## src/shared/muxbus_pkg.sv

```systemverilog
package muxbus_pkg;
  // ==========================================================
  // Timing
  localparam int CLK_PERIOD_NS = 100;
  localparam int E_PERIOD_NS = 400;
  localparam int E_PHASES = E_PERIOD_NS / CLK_PERIOD_NS;
  localparam logic [1:0] PH_ADDR = 2'h0;
  localparam logic [1:0] PH_GAP = 2'h1;
  localparam logic [1:0] PH_LAST = 2'(E_PHASES - 1);
  localparam logic [1:0] BOOT_CYCLES = 2'h2;
  // ==========================================================
  // Modes
  localparam logic [2:0] MODE_TEST = 3'h0;
  localparam logic [2:0] MODE_FIXED_MAX = 3'h3;
  localparam logic [2:0] MODE_SELECT = 3'h6;
  // ==========================================================
  // Registers
  localparam int AXI_ADDR_W = 4;
  localparam logic [3:0] OFS_STATUS = 4'h0;
  localparam logic [3:0] OFS_UPPER_DIR = 4'h4;
  localparam logic [3:0] OFS_UPPER_IN = 4'h8;
  localparam logic [7:0] UPPER_DIR_RESET = 8'h00;
  localparam int ST_MODE_LSB = 0;
  localparam int ST_BOOT_BIT = 3;
  localparam int ST_EXP_BIT = 4;
  localparam logic [15:0] IDLE_ADDR = 16'hffff;
  localparam logic [1:0] RESP_OKAY = 2'h0;
  localparam logic [1:0] RESP_SLVERR = 2'h2;
endpackage

```

## src/design/muxed_expansion_bus_port.sv

```systemverilog
`timescale 1ns/100ps
`default_nettype none
module muxed_expansion_bus_port
(
  input wire logic aclk,
  input wire logic aresetn,
  input wire logic [2:0] mode_straps,
  input wire logic [15:0] cpu_addr,
  input wire logic cpu_rw,
  input wire logic cpu_idle,
  input wire logic cpu_internal,
  input wire logic [7:0] cpu_wdata,
  input wire logic [7:0] peripheral_bus,
  output logic cpu_take,
  output logic [7:0] cpu_rdata,
  output logic cpu_rdata_valid,
  output logic e_clk,
  output logic addr_strobe,
  output logic direction_pin,
  output logic [7:0] mux_out,
  output logic [7:0] mux_oe,
  input wire logic [7:0] mux_in,
  output logic [7:0] upper_out,
  output logic [7:0] upper_oe,
  input wire logic [7:0] upper_in,
  input wire logic [3:0] s_axi_awaddr,
  input wire logic s_axi_awvalid,
  output logic s_axi_awready,
  input wire logic [31:0] s_axi_wdata,
  input wire logic [3:0] s_axi_wstrb,
  input wire logic s_axi_wvalid,
  output logic s_axi_wready,
  output logic [1:0] s_axi_bresp,
  output logic s_axi_bvalid,
  input wire logic s_axi_bready,
  input wire logic [3:0] s_axi_araddr,
  input wire logic s_axi_arvalid,
  output logic s_axi_arready,
  output logic [31:0] s_axi_rdata,
  output logic [1:0] s_axi_rresp,
  output logic s_axi_rvalid,
  input wire logic s_axi_rready
);

  // ==========================================================
  // Mode and phase
  logic [2:0] mode_q;
  logic [1:0] phase_q;
  logic [1:0] phase_d;
  logic mode_test;
  logic mode_fixed;
  logic mode_sel;
  logic expanded;

  // Strap follows the pins while reset is low, frozen after
  always_ff @(posedge aclk)
  begin
    if (!aresetn)
      mode_q <= mode_straps;
  end

  assign mode_test = (mode_q == muxbus_pkg::MODE_TEST);
  assign mode_fixed = (mode_q <= muxbus_pkg::MODE_FIXED_MAX);
  assign mode_sel = (mode_q == muxbus_pkg::MODE_SELECT);
  assign expanded = mode_fixed || mode_sel;

  // Reset parks on the last phase so the first edge opens a cycle
  assign phase_d = (phase_q == muxbus_pkg::PH_LAST) ? muxbus_pkg::PH_ADDR : phase_q + 2'h1;

  always_ff @(posedge aclk)
  begin
    if (!aresetn)
      phase_q <= muxbus_pkg::PH_LAST;
    else
      phase_q <= phase_d;
  end

  assign cpu_take = aresetn && (phase_q == muxbus_pkg::PH_LAST);

  // ==========================================================
  // Cycle latch
  logic [15:0] cyc_addr_q;
  logic cyc_rw_q;
  logic cyc_idle_q;
  logic cyc_int_q;
  logic [7:0] cyc_wdata_q;
  logic cyc_boot_q;
  logic [1:0] boot_cnt_q;
  logic [15:0] n_addr;
  logic n_rw;
  logic n_int;
  logic n_boot;
  logic [7:0] n_wdata;
  logic n_drive_e;

  always_ff @(posedge aclk)
  begin
    if (!aresetn)
    begin
      cyc_addr_q <= muxbus_pkg::IDLE_ADDR;
      cyc_rw_q <= 1'b1;
      cyc_idle_q <= 1'b1;
      cyc_int_q <= 1'b0;
      cyc_wdata_q <= 8'h00;
      cyc_boot_q <= 1'b0;
      boot_cnt_q <= muxbus_pkg::BOOT_CYCLES;
    end
    else if (cpu_take)
    begin
      cyc_addr_q <= n_addr;
      cyc_rw_q <= n_rw;
      cyc_idle_q <= cpu_idle;
      cyc_int_q <= n_int;
      cyc_wdata_q <= n_wdata;
      cyc_boot_q <= n_boot;
      if (boot_cnt_q != 2'h0)
        boot_cnt_q <= boot_cnt_q - 2'h1;
    end
  end

  // Idle cycles look like a read of the top address
  assign n_addr = !cpu_take ? cyc_addr_q : (cpu_idle ? muxbus_pkg::IDLE_ADDR : cpu_addr);
  assign n_rw = !cpu_take ? cyc_rw_q : (cpu_idle || cpu_rw);
  assign n_int = !cpu_take ? cyc_int_q : (cpu_internal && !cpu_idle);
  assign n_wdata = !cpu_take ? cyc_wdata_q : cpu_wdata;
  assign n_boot = !cpu_take ? cyc_boot_q : (mode_test && boot_cnt_q != 2'h0);

  // Drive control for E: write, or mode 0 internal read after boot
  assign n_drive_e = !n_rw || (mode_test && n_int && !n_boot);

  // ==========================================================
  // Pins
  // All pins register the state of the phase being entered, so
  // the strobe, float and drive windows never overlap.
  logic entering_e;
  assign entering_e = phase_d[1];

  always_ff @(posedge aclk)
  begin
    if (!aresetn)
    begin
      e_clk <= 1'b0;
      addr_strobe <= 1'b1;
      direction_pin <= 1'b1;
      mux_oe <= 8'h00;
      mux_out <= 8'h00;
    end
    else if (!expanded)
    begin
      e_clk <= entering_e;
      addr_strobe <= 1'b0;
      direction_pin <= 1'b1;
      mux_oe <= 8'h00;
      mux_out <= 8'h00;
    end
    else
    begin
      e_clk <= entering_e;
      addr_strobe <= (phase_d == muxbus_pkg::PH_ADDR);
      direction_pin <= n_rw;
      if (phase_d == muxbus_pkg::PH_ADDR)
      begin
        mux_oe <= 8'hff;
        mux_out <= n_addr[7:0];
      end
      else if (entering_e && n_drive_e)
      begin
        mux_oe <= 8'hff;
        mux_out <= !n_rw ? n_wdata : peripheral_bus;
      end
      else
      begin
        mux_oe <= 8'h00;
        mux_out <= 8'h00;
      end
    end
  end

  // Upper port has no output register of its own in these modes
  logic [7:0] upper_dir_q;

  always_ff @(posedge aclk)
  begin
    if (!aresetn)
    begin
      upper_out <= 8'hff;
      upper_oe <= (mode_straps <= muxbus_pkg::MODE_FIXED_MAX) ? 8'hff : 8'h00;
    end
    else
    begin
      upper_out <= n_addr[15:8];
      if (mode_fixed)
        upper_oe <= 8'hff;
      else if (mode_sel)
        upper_oe <= upper_dir_q;
      else
        upper_oe <= 8'h00;
    end
  end

  // ==========================================================
  // Read path
  logic internal_read_couple;
  logic external_read_couple;
  logic [7:0] upper_in_q;

  // Internal hits after boot never see the pins; boot reads always do
  assign internal_read_couple = cyc_int_q && !cyc_boot_q;
  assign external_read_couple = !internal_read_couple;

  always_ff @(posedge aclk)
  begin
    if (!aresetn)
    begin
      cpu_rdata <= 8'h00;
      cpu_rdata_valid <= 1'b0;
      upper_in_q <= 8'h00;
    end
    else
    begin
      cpu_rdata_valid <= cpu_take && cyc_rw_q && !cyc_idle_q && expanded;
      if (cpu_take && cyc_rw_q)
        cpu_rdata <= external_read_couple ? mux_in : peripheral_bus;
      if (cpu_take && mode_sel)
        upper_in_q <= upper_in;
    end
  end

  // ==========================================================
  // AXI4-Lite slave
  // One write and one read at a time; no data register of the
  // multiplexed port is reachable in these modes.
  logic aw_got_q;
  logic w_got_q;
  logic [3:0] aw_addr_q;
  logic [31:0] w_data_q;
  logic [3:0] w_strb_q;

  assign s_axi_awready = !aw_got_q && !s_axi_bvalid;
  assign s_axi_wready = !w_got_q && !s_axi_bvalid;
  assign s_axi_arready = !s_axi_rvalid;

  always_ff @(posedge aclk)
  begin
    if (!aresetn)
    begin
      aw_got_q <= 1'b0;
      w_got_q <= 1'b0;
      aw_addr_q <= 4'h0;
      w_data_q <= 32'h0000_0000;
      w_strb_q <= 4'h0;
      s_axi_bvalid <= 1'b0;
      s_axi_bresp <= muxbus_pkg::RESP_OKAY;
      upper_dir_q <= muxbus_pkg::UPPER_DIR_RESET;
    end
    else
    begin
      if (s_axi_awvalid && s_axi_awready)
      begin
        aw_got_q <= 1'b1;
        aw_addr_q <= s_axi_awaddr;
      end
      if (s_axi_wvalid && s_axi_wready)
      begin
        w_got_q <= 1'b1;
        w_data_q <= s_axi_wdata;
        w_strb_q <= s_axi_wstrb;
      end
      if (aw_got_q && w_got_q)
      begin
        aw_got_q <= 1'b0;
        w_got_q <= 1'b0;
        s_axi_bvalid <= 1'b1;
        if (aw_addr_q == muxbus_pkg::OFS_UPPER_DIR)
        begin
          s_axi_bresp <= muxbus_pkg::RESP_OKAY;
          if (w_strb_q[0])
            upper_dir_q <= w_data_q[7:0];
        end
        else if (aw_addr_q == muxbus_pkg::OFS_STATUS || aw_addr_q == muxbus_pkg::OFS_UPPER_IN)
          s_axi_bresp <= muxbus_pkg::RESP_OKAY;
        else
          s_axi_bresp <= muxbus_pkg::RESP_SLVERR;
      end
      else if (s_axi_bvalid && s_axi_bready)
        s_axi_bvalid <= 1'b0;
    end
  end

  always_ff @(posedge aclk)
  begin
    if (!aresetn)
    begin
      s_axi_rvalid <= 1'b0;
      s_axi_rdata <= 32'h0000_0000;
      s_axi_rresp <= muxbus_pkg::RESP_OKAY;
    end
    else if (s_axi_arvalid && s_axi_arready)
    begin
      s_axi_rvalid <= 1'b1;
      s_axi_rresp <= muxbus_pkg::RESP_OKAY;
      s_axi_rdata <= 32'h0000_0000;
      unique case (s_axi_araddr)
        muxbus_pkg::OFS_STATUS:
        begin
          s_axi_rdata[muxbus_pkg::ST_MODE_LSB +: 3] <= mode_q;
          s_axi_rdata[muxbus_pkg::ST_BOOT_BIT] <= mode_test && boot_cnt_q != 2'h0;
          s_axi_rdata[muxbus_pkg::ST_EXP_BIT] <= expanded;
        end
        muxbus_pkg::OFS_UPPER_DIR: s_axi_rdata[7:0] <= upper_dir_q;
        muxbus_pkg::OFS_UPPER_IN: s_axi_rdata[7:0] <= upper_in_q;
        default: s_axi_rresp <= muxbus_pkg::RESP_SLVERR;
      endcase
    end
    else if (s_axi_rvalid && s_axi_rready)
      s_axi_rvalid <= 1'b0;
  end
endmodule // muxed_expansion_bus_port
`default_nettype wire

```

## config.mk

```make
export PLATFORM = sky130hd
export DESIGN_NAME = muxed_expansion_bus_port
export DESIGN_NICKNAME = d
export VERILOG_FILES = /design/src/shared/muxbus_pkg.sv /design/src/design/muxed_expansion_bus_port.sv
export SDC_FILE = /design/constraint.sdc
export NUM_CORES = 1
export LEC_CHECK = 0
export BUFFER_PORTS_ARGS = -buffer_cell sky130_fd_sc_hd__buf_2
export CAP_MARGIN = 20
export CORE_MARGIN = 4
export CORE_UTILIZATION = 52
export CTS_CLUSTER_DIAMETER = 60
export DETAILED_ROUTE_END_ITERATION = 10
export GPL_TIMING_DRIVEN = 0
export PLACE_DENSITY = 0.85
export SLEW_MARGIN = 20
export SYNTH_ARGS = -nofsm -noshare
export SYNTH_HDL_FRONTEND = slang
export SYNTH_SLANG_ARGS = --single-unit
```

## constraint.sdc

```tcl
create_clock -name aclk -period 5.1 [get_ports aclk]
set_input_delay 0.255 -clock aclk [delete_from_list [all_inputs] [get_ports aclk]]
set_output_delay 0.255 -clock aclk [all_outputs]
set_load 0.005 [all_outputs]
```

==> results of run 1 <==
[area by class of cell]
class,count,area [um^2]
Antenna cell,1,2.502
Timing Repair Buffer,170,1026
Multi-Input combinational cell,352,2101
Clock inverter,12,128.9
Sequential cell,115,2332
Clock buffer,20,445.4
Inverter,9,33.78
Tap cell,108,135.1
Fill cell,644,2235
Buffer,64,409.1
[what timing repair did]
item | CTS | global route
endpoints found under the setup margin | 0 | 0
endpoints found under the hold margin | 38 | 1
resized for setup | 0 | 0
hold buffers | 34 | 1
[metrics by stage]
| stage | setup slack [ps] | instances | hold slack (ps) |
|---|---|---|---|
| after floorplan | 3465 | 540 | 353.9 |
| after global placement | 3321 | 783 | 438.7 |
| after detailed placement | 3273 | 783 | 442.5 |
| after CTS | 3161 | 849 | 0.2689 |
| after global routing | 3049 | 851 | 5.016 |
| final | 3169 | 851 | 13.76 |
[final timing paths]
check / endpoint / slack, ps / from
max: cpu_take / 3170 / phase_q[0]
min: upper_out[4] / 10 / cpu_addr[12]
max reg2reg: mux_out[6] / 3200 / phase_q[0]
min reg2reg: w_data_q[5] / 460 / w_data_q[5]
[placed cells by master (no fill, tap or decap), types with 16 or more instances in the layout]
| cell type | count |
|---|---|
| a21oi_1 | 25 |
| buf_2 | 141 |
| buf_4 | 33 |
| clkbuf_16 | 16 |
| conb_1 | 26 |
| dfxtp_1 | 112 |
| dlygate4sd3_1 | 35 |
| mux2i_1 | 40 |
| nand2_1 | 77 |
| nor2_1 | 47 |
| o21ai_0 | 35 |
[power by group through the flow]
stage	Combinational [W]	Clock, W	Sequential (W)
after floorplan	0.000221	0	0.00102
after global placement	0.000333	0	0.00101
after detailed placement	0.000344	0	0.00102
after CTS	0.000368	0.00114	0.00100
after global routing	0.000411	0.00120	0.00101
final	0.000375	0.00113	0.00100
[critical path, stage by stage (launching register included)]
cell and delay (ps):
dfxtp_1 370, ha_1 180, buf_6 180, nand2_8 80, inv_2 90, buf_6 150
buf_2 130
[metal layers]
layer | vias to the layer above | track usage | routed length [um]
met5 | - | 0 | 0
met4 | 0 | 0.07977 | 264
met3 | 27 | 0.08504 | 1066
met2 | 219 | 0.4164 | 6687
met1 | 2068 | 0.2890 | 5372
li1 | 2134 | - | -
[cell families (layout without fill, tap and decap cells)]
logic type	after synthesis	in the layout	share of synthesized area
and+or+nand+nor	171	171	0.1625
muxes	48	48	0.1026
xor gates and xnor gates	1	1	0.001832
AOI/OAI and AO/OA	103	103	0.1442
buffers and inverters	73	275	0.09262
DFF	115	115	0.4877
other	1	27	0.0007842
adders and majority gates	3	3	0.007850
==> metrics.txt, run 1 <==
# TYPE chip_impl_metric gauge
chip_impl_metric{name="clock_insertion_delay_worst_skew",unit="ps"} 510
chip_impl_metric{name="timing_hold_violations_final",unit=""} 0
chip_impl_metric{name="postSynth.asyncResetShare",unit=""} 0
chip_impl_metric{name="chipWidth",unit="um"} 103.9
chip_impl_info{name="grt_setup_unrepaired",value="false"} 1
chip_impl_metric{name="skew",unit="ps"} 8.976
chip_impl_info{name="netlist_top_cells_area",value="dfxtp_1 47%, mux2i_1 8.4%, nand2_1 6.0%"} 1
chip_impl_metric{name="cts_num_sinks",unit=""} 115
chip_impl_metric{name="io_pins",unit=""} 191
chip_impl_info{name="cell_chosen_for_the_clock_root",value="clkbuf_8"} 1
chip_impl_metric{name="power_switching_share",unit=""} 0.2567
chip_impl_metric{name="grt_first_pass_wirelength",unit="um"} 21420
chip_impl_metric{name="max_capacitance_violation_count",unit=""} 0
chip_impl_metric{name="cts.reportedPaths.clkPinSlew",unit="ps"} 60
chip_impl_info{name="synth_top_cell_by_area",value="dfxtp_1"} 1
chip_impl_metric{name="synth.yosys.seq_area_share",unit=""} 0.4877
chip_impl_metric{name="area_delta_synth_final",unit="%"} 38.30
chip_impl_metric{name="routed_wire_length_per_instance",unit="um"} 15.74
chip_impl_info{name="crit_path_start_kind",value="flop"} 1
chip_impl_metric{name="share_clk_of_total_power",unit=""} 0.452
chip_impl_metric{name="peakVddDrop",unit="mV"} 0.3223
chip_impl_metric{name="power",unit="W"} 0.002508
chip_impl_metric{name="maxSlewHeadroom",unit=""} 0.4552
chip_impl_metric{name="drive_gt1_frac",unit=""} 0.3221
chip_impl_metric{name="average_cell_area_after_synthesis",unit="um^2"} 9.286
chip_impl_metric{name="avgViaCountPerCell",unit=""} 5.227
chip_impl_metric{name="max_clock_freq",unit="MHz"} 517.9
chip_impl_metric{name="worst-slew-pin-transition",unit="ps"} 817.1
chip_impl_metric{name="final-setup-viol-count",unit=""} 0
chip_impl_metric{name="p_int",unit="W"} 0.001864
chip_impl_info{name="count_leader_synth",value="dfxtp_1"} 1
chip_impl_metric{name="synth.yosys.warnings",unit=""} 0
chip_impl_metric{name="hold_path_depth",unit=""} 3
chip_impl_metric{name="synth_largest_type_area_fraction",unit=""} 0.4689
chip_impl_metric{name="largest_reg_flops",unit=""} 16
chip_impl_metric{name="detailedPlacementHpwl",unit="um"} 9520
chip_impl_metric{name="die-area",unit="um^2"} 10790
chip_impl_info{name="setup.worst_path.class",value="flop to output port"} 1
chip_impl_metric{name="route.vias.total",unit=""} 4448
chip_impl_metric{name="instance_area_after_placement",unit="um^2"} 5687
chip_impl_info{name="run_status",value="completed"} 1
chip_impl_metric{name="maximum_count_of_clock_buffers_along_a_single_path",unit=""} 2
chip_impl_metric{name="firstDrtPassIters",unit=""} 5
chip_impl_metric{name="rows",unit=""} 34
chip_impl_info{name="worstSetupEndpointType",value="output port"} 1
chip_impl_metric{name="cells_after_synth",unit=""} 515
chip_impl_metric{name="port-buffer-count",unit=""} 135
chip_impl_metric{name="postCtsSetupRepairBufs",unit=""} 0
chip_impl_metric{name="htree_levels",unit=""} 4
chip_impl_metric{name="die_y",unit="um"} 103.9
chip_impl_metric{name="critical_path_data_required_time",unit="ps"} 4850
chip_impl_metric{name="post-route-min-period",unit="ps"} 1931
chip_impl_metric{name="gr-usage-all-layers",unit=""} 0.2448
chip_impl_metric{name="cts_buffers",unit=""} 17
chip_impl_info{name="synth_ff_type",value="dfxtp_1"} 1
chip_impl_metric{name="grt_start_max_net_pins",unit=""} 17
chip_impl_metric{name="wirelength",unit="um"} 13390
chip_impl_metric{name="synth_edf_count",unit=""} 3
chip_impl_metric{name="routabilityCongestion",unit=""} 0.9298
chip_impl_metric{name="antenna_found_initial",unit=""} 1
chip_impl_metric{name="total_switching_power",unit="W"} 0.0006438
chip_impl_metric{name="grt.overflow.total",unit=""} 0
chip_impl_metric{name="final.setup.tns",unit="ps"} 0
chip_impl_info{name="regMostFlops",value="cyc_addr_q"} 1
chip_impl_metric{name="static-leakage-power",unit="nW"} 2.986
chip_impl_metric{name="drt.antenna.violating_nets",unit=""} 0
chip_impl_metric{name="slew_violations",unit=""} 0
chip_impl_metric{name="nNetsFinal",unit=""} 837
chip_impl_metric{name="ys_seq_elements",unit=""} 115
chip_impl_metric{name="drt-initial-drc-count",unit=""} 325
chip_impl_metric{name="final_area",unit="um^2"} 6614
chip_impl_metric{name="synth.cell_area",unit="um^2"} 4782
chip_impl_info{name="yosys-top-cells-count",value="112 x dfxtp_1, 77 x nand2_1, 47 x nor2_1, 40 x mux2i_1, 35 x o21ai_0"} 1
chip_impl_metric{name="placeable_area",unit="um^2"} 8848
chip_impl_metric{name="critical_path_fanout_max",unit=""} 10
chip_impl_metric{name="min_period_over_period",unit=""} 0.3786
chip_impl_metric{name="post-route-util",unit=""} 0.7475
chip_impl_info{name="tritoncts",value="done"} 1
chip_impl_metric{name="reg2reg_depth",unit=""} 8
chip_impl_metric{name="count_of_distinct_cell_types_in_the_synthesized_netlist",unit=""} 51
chip_impl_metric{name="drcViolationCount",unit=""} 0
chip_impl_metric{name="power_frac_comb",unit=""} 0.149
chip_impl_metric{name="initial_utilization",unit=""} 0.5404
chip_impl_metric{name="grt_pass1_vias",unit=""} 4401
chip_impl_metric{name="power_density",unit="nW/um^2"} 379.2
chip_impl_metric{name="power.sequential.fraction",unit=""} 0.399
chip_impl_info{name="min_path_type",value="input pin to flop"} 1
chip_impl_metric{name="worst-endpoint-arrival",unit="ps"} 1680
(Power assumes the default switching activity.)
==> inputs of run 2 (changes only) <==
- ABC_AREA: default -> 1
- CORE_UTILIZATION: 52 -> 48
- PLACE_DENSITY: 0.85 -> 0.8
- clock period: 5.1 -> 2 ns (I/O delays scaled with it)
==> metrics.txt, run 2 <==
# TYPE chip_impl_metric gauge
chip_impl_metric{name="area_delta_synth_final",unit="%"} 50.09
chip_impl_metric{name="share_clk_of_total_power",unit=""} 0.479
chip_impl_metric{name="critical_path_fanout_max",unit=""} 10
chip_impl_metric{name="grt_pass1_vias",unit=""} 4792
chip_impl_metric{name="power_density",unit="nW/um^2"} 978.1
chip_impl_metric{name="timing.critical_path.buf_inv",unit=""} 3
chip_impl_metric{name="port-buffer-count",unit=""} 135
chip_impl_metric{name="final-setup-viol-count",unit=""} 0
chip_impl_metric{name="hold_path_depth",unit=""} 4
chip_impl_metric{name="grt_start_max_net_pins",unit=""} 17
chip_impl_metric{name="chipWidth",unit="um"} 106.1
chip_impl_info{name="min_to",value="aw_addr_q[2]"} 1
chip_impl_info{name="worstSetupEndpointType",value="output port"} 1
chip_impl_metric{name="synth.yosys.seq_area_share",unit=""} 0.5053
chip_impl_metric{name="placeable_area",unit="um^2"} 9284
chip_impl_metric{name="antenna_found_initial",unit=""} 0
chip_impl_metric{name="detailedPlacementHpwl",unit="um"} 9023
chip_impl_metric{name="wirelength",unit="um"} 13710
chip_impl_metric{name="die-area",unit="um^2"} 11250
chip_impl_metric{name="reg2reg_depth",unit=""} 6
chip_impl_info{name="regMostFlops",value="cyc_addr_q"} 1
chip_impl_info{name="most-common-layout-cells",value="141 x buf_2, 112 x dfxtp_1, 95 x nand2_1"} 1
chip_impl_metric{name="largest_stage_delay_worst_path",unit="ps"} 360
chip_impl_info{name="tritoncts",value="done"} 1
chip_impl_metric{name="synth_edf_count",unit=""} 3
chip_impl_metric{name="ys_seq_elements",unit=""} 115
chip_impl_metric{name="cells_after_synth",unit=""} 585
chip_impl_info{name="synth_ff_type",value="dfxtp_1"} 1
chip_impl_metric{name="worst-endpoint-arrival",unit="ps"} 1770
chip_impl_metric{name="drt-initial-drc-count",unit=""} 215
chip_impl_metric{name="drt.antenna.violating_nets",unit=""} 0
chip_impl_info{name="crit_path_start_kind",value="flop"} 1
chip_impl_metric{name="max_capacitance_violation_count",unit=""} 0
chip_impl_metric{name="power_switching_share",unit=""} 0.2451
chip_impl_metric{name="cts_num_sinks",unit=""} 115
chip_impl_metric{name="final-seq-area",unit="um^2"} 2332
chip_impl_metric{name="final.setup.tns",unit="ps"} 0
chip_impl_metric{name="timing_hold_violations_final",unit=""} 0
chip_impl_info{name="crit_slowest_cell",value="dfxtp_1"} 1
chip_impl_info{name="critical_path.top_delay_family",value="buffers and inverters"} 1
chip_impl_info{name="setup.worst_path.class",value="flop to output port"} 1
chip_impl_metric{name="post-route-min-period",unit="ps"} 1872
chip_impl_metric{name="maxSlewHeadroom",unit=""} 0.5521
chip_impl_metric{name="count_of_distinct_cell_types_in_the_synthesized_netlist",unit=""} 38
chip_impl_metric{name="io_pins",unit=""} 191
chip_impl_metric{name="cts_buffers",unit=""} 17
chip_impl_metric{name="cts.reportedPaths.clkPinSlew",unit="ps"} 60
chip_impl_metric{name="static-leakage-power",unit="nW"} 3.295
chip_impl_info{name="r2r-start",value="s_axi_rvalid"} 1
chip_impl_info{name="netlist_top_cells_area",value="dfxtp_1 49%, o21ai_0 7.9%, nand2_1 7.7%"} 1
chip_impl_metric{name="initial_utilization",unit=""} 0.4972
chip_impl_metric{name="worst-slew-pin-transition",unit="ps"} 671.8
chip_impl_metric{name="maximum_count_of_clock_buffers_along_a_single_path",unit=""} 2
chip_impl_metric{name="route.vias.total",unit=""} 4740
chip_impl_metric{name="avgViaCountPerCell",unit=""} 4.837
chip_impl_info{name="yosys-top-cells-count",value="112 x dfxtp_1, 95 x nand2_1, 81 x nor2_1, 73 x o21ai_0, 50 x inv_1"} 1
chip_impl_metric{name="multi_input_area",unit="um^2"} 1814
chip_impl_metric{name="average_cell_area_after_synthesis",unit="um^2"} 7.890
chip_impl_info{name="grt_setup_unrepaired",value="false"} 1
chip_impl_info{name="layout.cells.most_common",value="buf_2"} 1
chip_impl_info{name="critical_path.cell_chain",value="ha_1 -> nand2_2 -> inv_2 -> buf_2 -> buf_2"} 1
chip_impl_metric{name="synth_largest_type_area_fraction",unit=""} 0.4858
chip_impl_info{name="hold_path_startpoint",value="s_axi_awvalid"} 1
chip_impl_metric{name="worst-r2r-setup-slack",unit="ps"} 210
chip_impl_info{name="reg2reg_to",value="s_axi_rresp[1]"} 1
chip_impl_info{name="min_path_type",value="input pin to flop"} 1
chip_impl_metric{name="htree_levels",unit=""} 4
chip_impl_metric{name="synth.cell_area",unit="um^2"} 4616
chip_impl_metric{name="max_clock_freq",unit="MHz"} 534.2
chip_impl_metric{name="routabilityCongestion",unit=""} 0.8736
chip_impl_metric{name="power",unit="W"} 0.006776
chip_impl_metric{name="drive_gt1_frac",unit=""} 0.2667
chip_impl_metric{name="postCtsSetupRepairBufs",unit=""} 0
chip_impl_metric{name="total_switching_power",unit="W"} 0.001661
chip_impl_metric{name="place_inst",unit=""} 874
chip_impl_metric{name="slew_violations",unit=""} 0
chip_impl_metric{name="die_y",unit="um"} 106.1
chip_impl_info{name="critPathMostFrequentCell",value="buf_2"} 1
chip_impl_info{name="run_status",value="completed"} 1
chip_impl_metric{name="synth.yosys.warnings",unit=""} 0
chip_impl_metric{name="critical_path_data_required_time",unit="ps"} 1900
chip_impl_metric{name="peakVddDrop",unit="mV"} 0.6424
chip_impl_metric{name="antenna_cells",unit=""} 0
chip_impl_metric{name="drcViolationCount",unit=""} 0
chip_impl_info{name="synth_top_cell_by_area",value="dfxtp_1"} 1
chip_impl_metric{name="routed_wire_length_per_instance",unit="um"} 13.99
chip_impl_metric{name="grt_first_pass_wirelength",unit="um"} 22130
chip_impl_metric{name="gr-usage-all-layers",unit=""} 0.2466
chip_impl_metric{name="skew",unit="ps"} 8.343
chip_impl_metric{name="power_frac_comb",unit=""} 0.141
chip_impl_metric{name="firstDrtPassIters",unit=""} 5
chip_impl_metric{name="largest_reg_flops",unit=""} 16
chip_impl_metric{name="postSynth.asyncResetShare",unit=""} 0
chip_impl_metric{name="clock_insertion_delay_worst_skew",unit="ps"} 510
chip_impl_info{name="cell_chosen_for_the_clock_root",value="clkbuf_8"} 1
chip_impl_metric{name="nNetsFinal",unit=""} 946
chip_impl_metric{name="grt.overflow.total",unit=""} 0
chip_impl_metric{name="min_period_over_period",unit=""} 0.9359
chip_impl_metric{name="p_int",unit="W"} 0.005115
chip_impl_metric{name="rows",unit=""} 35
chip_impl_info{name="count_leader_synth",value="dfxtp_1"} 1
chip_impl_metric{name="power.sequential.fraction",unit=""} 0.380
chip_impl_metric{name="finalNonFillerCells",unit=""} 980
chip_impl_metric{name="final.fill_count",unit=""} 701
## run 2: cell count changes in the layout (fill, tap and decap cells not counted), moves of 7 or more
| cell | change |
|---|---|
| nand2b_1 | -8 |
| nand2_1 | +18 |
| mux2_2 | -8 |
| o22a_1 | +7 |
| mux2i_1 | -40 |
| inv_1 | +43 |
| or2_1 | +7 |
| dlygate4sd3_1 | +39 |
| nand3_1 | +12 |
| nor2_1 | +34 |
| o21ai_0 | +38 |
## run 2: cells by family after synthesis
group,after synthesis,synth area share
adders and majority gates,3,0.008133
AOI/OAI and AO/OA,130,0.1578
and+or+nand+nor,224,0.2060
DFF,115,0.5053
buffers and inverters,112,0.1220
other,1,0.0008124
## run 2: final cells by class
cell class	count	share of cell area
Buffer	54	0.05003
Sequential cell	115	0.3366
Timing Repair Buffer	209	0.2044
Clock buffer	18	0.06177
Tap cell	129	0.02330
Inverter	58	0.03197
Clock inverter	14	0.02998
Multi-Input combinational cell	383	0.2619
## run 2: worst min-delay path: cells and delay by family
| family | cells | cell delay [ps] |
|---|---|---|
| AOI/OAI and AO/OA | 1 | 170 |
| buffers and inverters | 1 | 80 |
| and+or+nand+nor | 2 | 160 |
## run 2: worst max path at each step
stage | from | endpoint | slack, ps | depth (start not counted)
floorplan | phase_q[0] | cyc_addr_q[0] | 580 | 7
global placement | phase_q[0] | cyc_addr_q[5] | 390 | 7
detailed placement | phase_q[0] | mux_out[0] | 340 | 7
CTS | phase_q[0] | cpu_take | 130 | 5
global route | phase_q[0] | cpu_take | 4 | 5
finish | phase_q[0] | cpu_take | 130 | 5
## run 2: metal layers
layer  track usage  up-vias  routed length (um)
met5             0        -                   0
met3       0.06679       31                1003
met2        0.4372      192                6751
met4       0.09806        0                 341
li1              -     2359                   -
met1        0.2809     2158                5617
## run 2: timing repair
action                     CTS  global route
setup endpoints to repair    0             3
hold buffers                74             0
hold endpoints to repair    76             0
resized for setup            0             3
## run 2: metrics by stage
stage	setup WS, ps	hold WS [ps]	utilization	cell area [um^2]
after floorplan	579.3	198.9	-	4710
after global placement	394.3	279.3	0.5974	5547
after detailed placement	341.5	281.3	0.5974	5547
after CTS	131.0	38.48	0.7457	6923
after global routing	3.991	73.59	0.7462	6928
final	128.1	49.87	0.7462	6928
## run 2: power groups by stage
stage	sequential, W	combinational (W)	clock (W)
after floorplan	0.00262	0.000490	0
after global placement	0.00261	0.000782	0
after detailed placement	0.00262	0.000809	0
after CTS	0.00257	0.000935	0.00326
after global routing	0.00259	0.00107	0.00336
final	0.00257	0.000957	0.00325
==> inputs of run 3 (changes only) <==
- CORE_MARGIN: 4 -> default
==> metrics.txt, run 3 (synthesized netlist as in run 2, its figures left out) <==
# TYPE chip_impl_metric gauge
chip_impl_info{name="grt_setup_unrepaired",value="false"} 1
chip_impl_metric{name="clock_insertion_delay_worst_skew",unit="ps"} 500
chip_impl_metric{name="critical_path_fanout_max",unit=""} 9
chip_impl_metric{name="final_area",unit="um^2"} 6805
chip_impl_metric{name="share_clk_of_total_power",unit=""} 0.439
chip_impl_metric{name="worst-endpoint-arrival",unit="ps"} 2260
chip_impl_metric{name="antenna_found_initial",unit=""} 0
chip_impl_info{name="cell_chosen_for_the_clock_root",value="clkbuf_8"} 1
chip_impl_info{name="critPathMostFrequentCell",value="dlygate4sd3_1"} 1
chip_impl_metric{name="drcViolationCount",unit=""} 0
chip_impl_metric{name="grt_pass1_vias",unit=""} 4297
chip_impl_metric{name="maxSlewHeadroom",unit=""} 0.5951
chip_impl_metric{name="peakVddDrop",unit="mV"} 0.5160
chip_impl_metric{name="cts_num_sinks",unit=""} 115
chip_impl_metric{name="grt.overflow.total",unit=""} 0
chip_impl_info{name="worstSetupEndpointType",value="flop"} 1
chip_impl_metric{name="power.sequential.fraction",unit=""} 0.412
chip_impl_metric{name="maximum_count_of_clock_buffers_along_a_single_path",unit=""} 2
chip_impl_metric{name="rows",unit=""} 35
chip_impl_info{name="min_path_type",value="input pin to flop"} 1
chip_impl_metric{name="skew",unit="ps"} 5.990
chip_impl_info{name="most-common-layout-cells",value="141 x buf_2, 112 x dfxtp_1, 95 x nand2_1"} 1
chip_impl_metric{name="total_switching_power",unit="W"} 0.001531
chip_impl_info{name="layout.cells.most_common",value="buf_2"} 1
chip_impl_metric{name="timing_hold_violations_final",unit=""} 0
chip_impl_metric{name="p_int",unit="W"} 0.004725
chip_impl_metric{name="final.setup.tns",unit="ps"} 0
chip_impl_metric{name="largest_reg_flops",unit=""} 16
chip_impl_metric{name="final.setup.worst_slack",unit="ps"} 124.0
chip_impl_metric{name="detailedPlacementHpwl",unit="um"} 8627
chip_impl_metric{name="drt.antenna.violating_nets",unit=""} 0
chip_impl_metric{name="avgViaCountPerCell",unit=""} 4.698
chip_impl_metric{name="nNetsFinal",unit=""} 943
chip_impl_metric{name="chipWidth",unit="um"} 100.1
chip_impl_metric{name="final-setup-viol-count",unit=""} 0
chip_impl_metric{name="max_capacitance_violation_count",unit=""} 0
chip_impl_metric{name="instance_area_after_placement",unit="um^2"} 5547
chip_impl_metric{name="grt_start_max_net_pins",unit=""} 17
chip_impl_metric{name="drt-initial-drc-count",unit=""} 176
chip_impl_metric{name="htree_levels",unit=""} 4
chip_impl_metric{name="power",unit="W"} 0.006257
chip_impl_metric{name="route.vias.total",unit=""} 4581
chip_impl_metric{name="worst-slew-pin-transition",unit="ps"} 607.4
chip_impl_metric{name="max_clock_freq",unit="MHz"} 533.1
chip_impl_metric{name="cts.reportedPaths.clkPinSlew",unit="ps"} 50
chip_impl_info{name="critical_path.cell_chain",value="dlygate4sd3_1 -> buf_2 -> nor2_2 -> dlygate4sd3_1 -> a21oi_1 -> dlygate4sd3_1"} 1
chip_impl_metric{name="largest_stage_delay_worst_path",unit="ps"} 600
chip_impl_metric{name="initial_utilization",unit=""} 0.4972
chip_impl_metric{name="die-area",unit="um^2"} 10010
chip_impl_metric{name="grt_first_pass_wirelength",unit="um"} 19530
chip_impl_info{name="run_status",value="completed"} 1
chip_impl_metric{name="critical_path_data_required_time",unit="ps"} 2380
chip_impl_metric{name="die_y",unit="um"} 100.1
chip_impl_metric{name="min_period_over_period",unit=""} 0.9380
chip_impl_metric{name="wirelength",unit="um"} 12500
chip_impl_metric{name="slew_violations",unit=""} 0
chip_impl_metric{name="antenna_cells",unit=""} 0
chip_impl_metric{name="io_pins",unit=""} 191
chip_impl_info{name="crit_slowest_cell",value="dlygate4sd3_1"} 1
chip_impl_info{name="critical_path.top_delay_family",value="buffers and inverters"} 1
chip_impl_metric{name="post-route-min-period",unit="ps"} 1876
chip_impl_metric{name="gr-usage-all-layers",unit=""} 0.2509
chip_impl_metric{name="port-buffer-count",unit=""} 135
chip_impl_metric{name="static-leakage-power",unit="nW"} 3.238
chip_impl_metric{name="drive_gt1_frac",unit=""} 0.2600
chip_impl_info{name="crit_path_start_kind",value="input pin"} 1
chip_impl_metric{name="area_delta_synth_final",unit="%"} 47.44
chip_impl_info{name="regMostFlops",value="cyc_addr_q"} 1
chip_impl_metric{name="routabilityCongestion",unit=""} 0.8600
chip_impl_metric{name="power_switching_share",unit=""} 0.2447
chip_impl_metric{name="final-seq-area",unit="um^2"} 2332
chip_impl_metric{name="power_density",unit="nW/um^2"} 919.4
chip_impl_metric{name="final.fill_count",unit=""} 707
chip_impl_metric{name="detailedPlace.worstSlack",unit="ps"} 361.0
chip_impl_metric{name="placeable_area",unit="um^2"} 9284
chip_impl_info{name="setup.worst_path.class",value="input pin to flop"} 1
chip_impl_metric{name="firstDrtPassIters",unit=""} 4
chip_impl_info{name="tritoncts",value="done"} 1
chip_impl_metric{name="timing.critical_path.buf_inv",unit=""} 4
chip_impl_metric{name="power_frac_comb",unit=""} 0.149
chip_impl_metric{name="postCtsSetupRepairBufs",unit=""} 0
chip_impl_metric{name="multi_input_area",unit="um^2"} 1814
chip_impl_metric{name="cts_buffers",unit=""} 17
chip_impl_metric{name="routed_wire_length_per_instance",unit="um"} 12.82
run 3: cell types whose count changed in the layout (fill, tap and decap cells not counted):
cell | before | now
clkbuf_8 | 2 | 6
dlygate4sd3_1 | 74 | 71
clkbuf_1 | 9 | 14
clkinvlp_4 | 2 | 1
bufinv_16 | 5 | 1
inv_4 | 2 | 1
clkbuf_2 | 1 | 0
clkinv_4 | 2 | 0
clkinv_2 | 4 | 2
run 3: worst register-to-register path, cell delays in order (launching register included):
cell	delay (ps)
dfxtp_1	320
inv_1	50
nand2_1	260
clkinvlp_4	260
o21ai_0	190
a21oi_1	60
dlygate4sd3_1	560
run 3: path summary, 6_finish.rpt:
check / depth (start not counted) / end / start / slack (ps)
setup / recovery: 6 / s_axi_rresp[1] / s_axi_araddr[1] / 120
hold reg to reg: 1 / cpu_rdata_valid / cyc_idle_q / 440
hold / removal: 3 / cyc_idle_q / cpu_idle / 20
setup reg to reg: 6 / s_axi_rresp[1] / s_axi_rvalid / 180
run 3: layer usage:
| layer | track usage | vias to the layer above | routed length [um] |
|---|---|---|---|
| met5 | 0 | - | 0 |
| met4 | 0.1081 | 0 | 304 |
| met3 | 0.06685 | 27 | 923 |
| met2 | 0.4207 | 178 | 5968 |
| met1 | 0.3044 | 2036 | 5299 |
| li1 | - | 2340 | - |
run 3: layout make-up:
class | count | share of cell area
Sequential cell | 115 | 0.3427
Timing Repair Buffer | 206 | 0.2037
Buffer | 54 | 0.05074
Tap cell | 129 | 0.02372
Clock buffer | 26 | 0.07318
Inverter | 58 | 0.03254
Multi-Input combinational cell | 383 | 0.2666
Clock inverter | 4 | 0.006803
run 3: stage by stage:
step / hold slack [ps] / std cells / utilization
3_3_place_gp: 279.9 / 874 / 0.5974
2_1_floorplan: 198.9 / 610 / -
4_1_cts: 4.504 / 975 / 0.7326
5_1_grt: 34.92 / 975 / 0.7330
6_report: 18.28 / 975 / 0.7330
3_5_place_dp: 279.1 / 874 / 0.5974
run 3: timing repair:
action / in CTS / in global routing
resized for setup: 0 / 1
hold buffers: 71 / 0
setup endpoints to repair: 0 / 1
endpoints found under the hold margin: 75 / 0
run 3: power groups by stage:
stage | logic, W | registers, W | clock network [W]
floorplan | 0.000490 | 0.00262 | 0
global placement | 0.000777 | 0.00261 | 0
detailed placement | 0.000806 | 0.00262 | 0
CTS | 0.000918 | 0.00257 | 0.00277
global route | 0.00105 | 0.00259 | 0.00289
finish | 0.000935 | 0.00257 | 0.00275
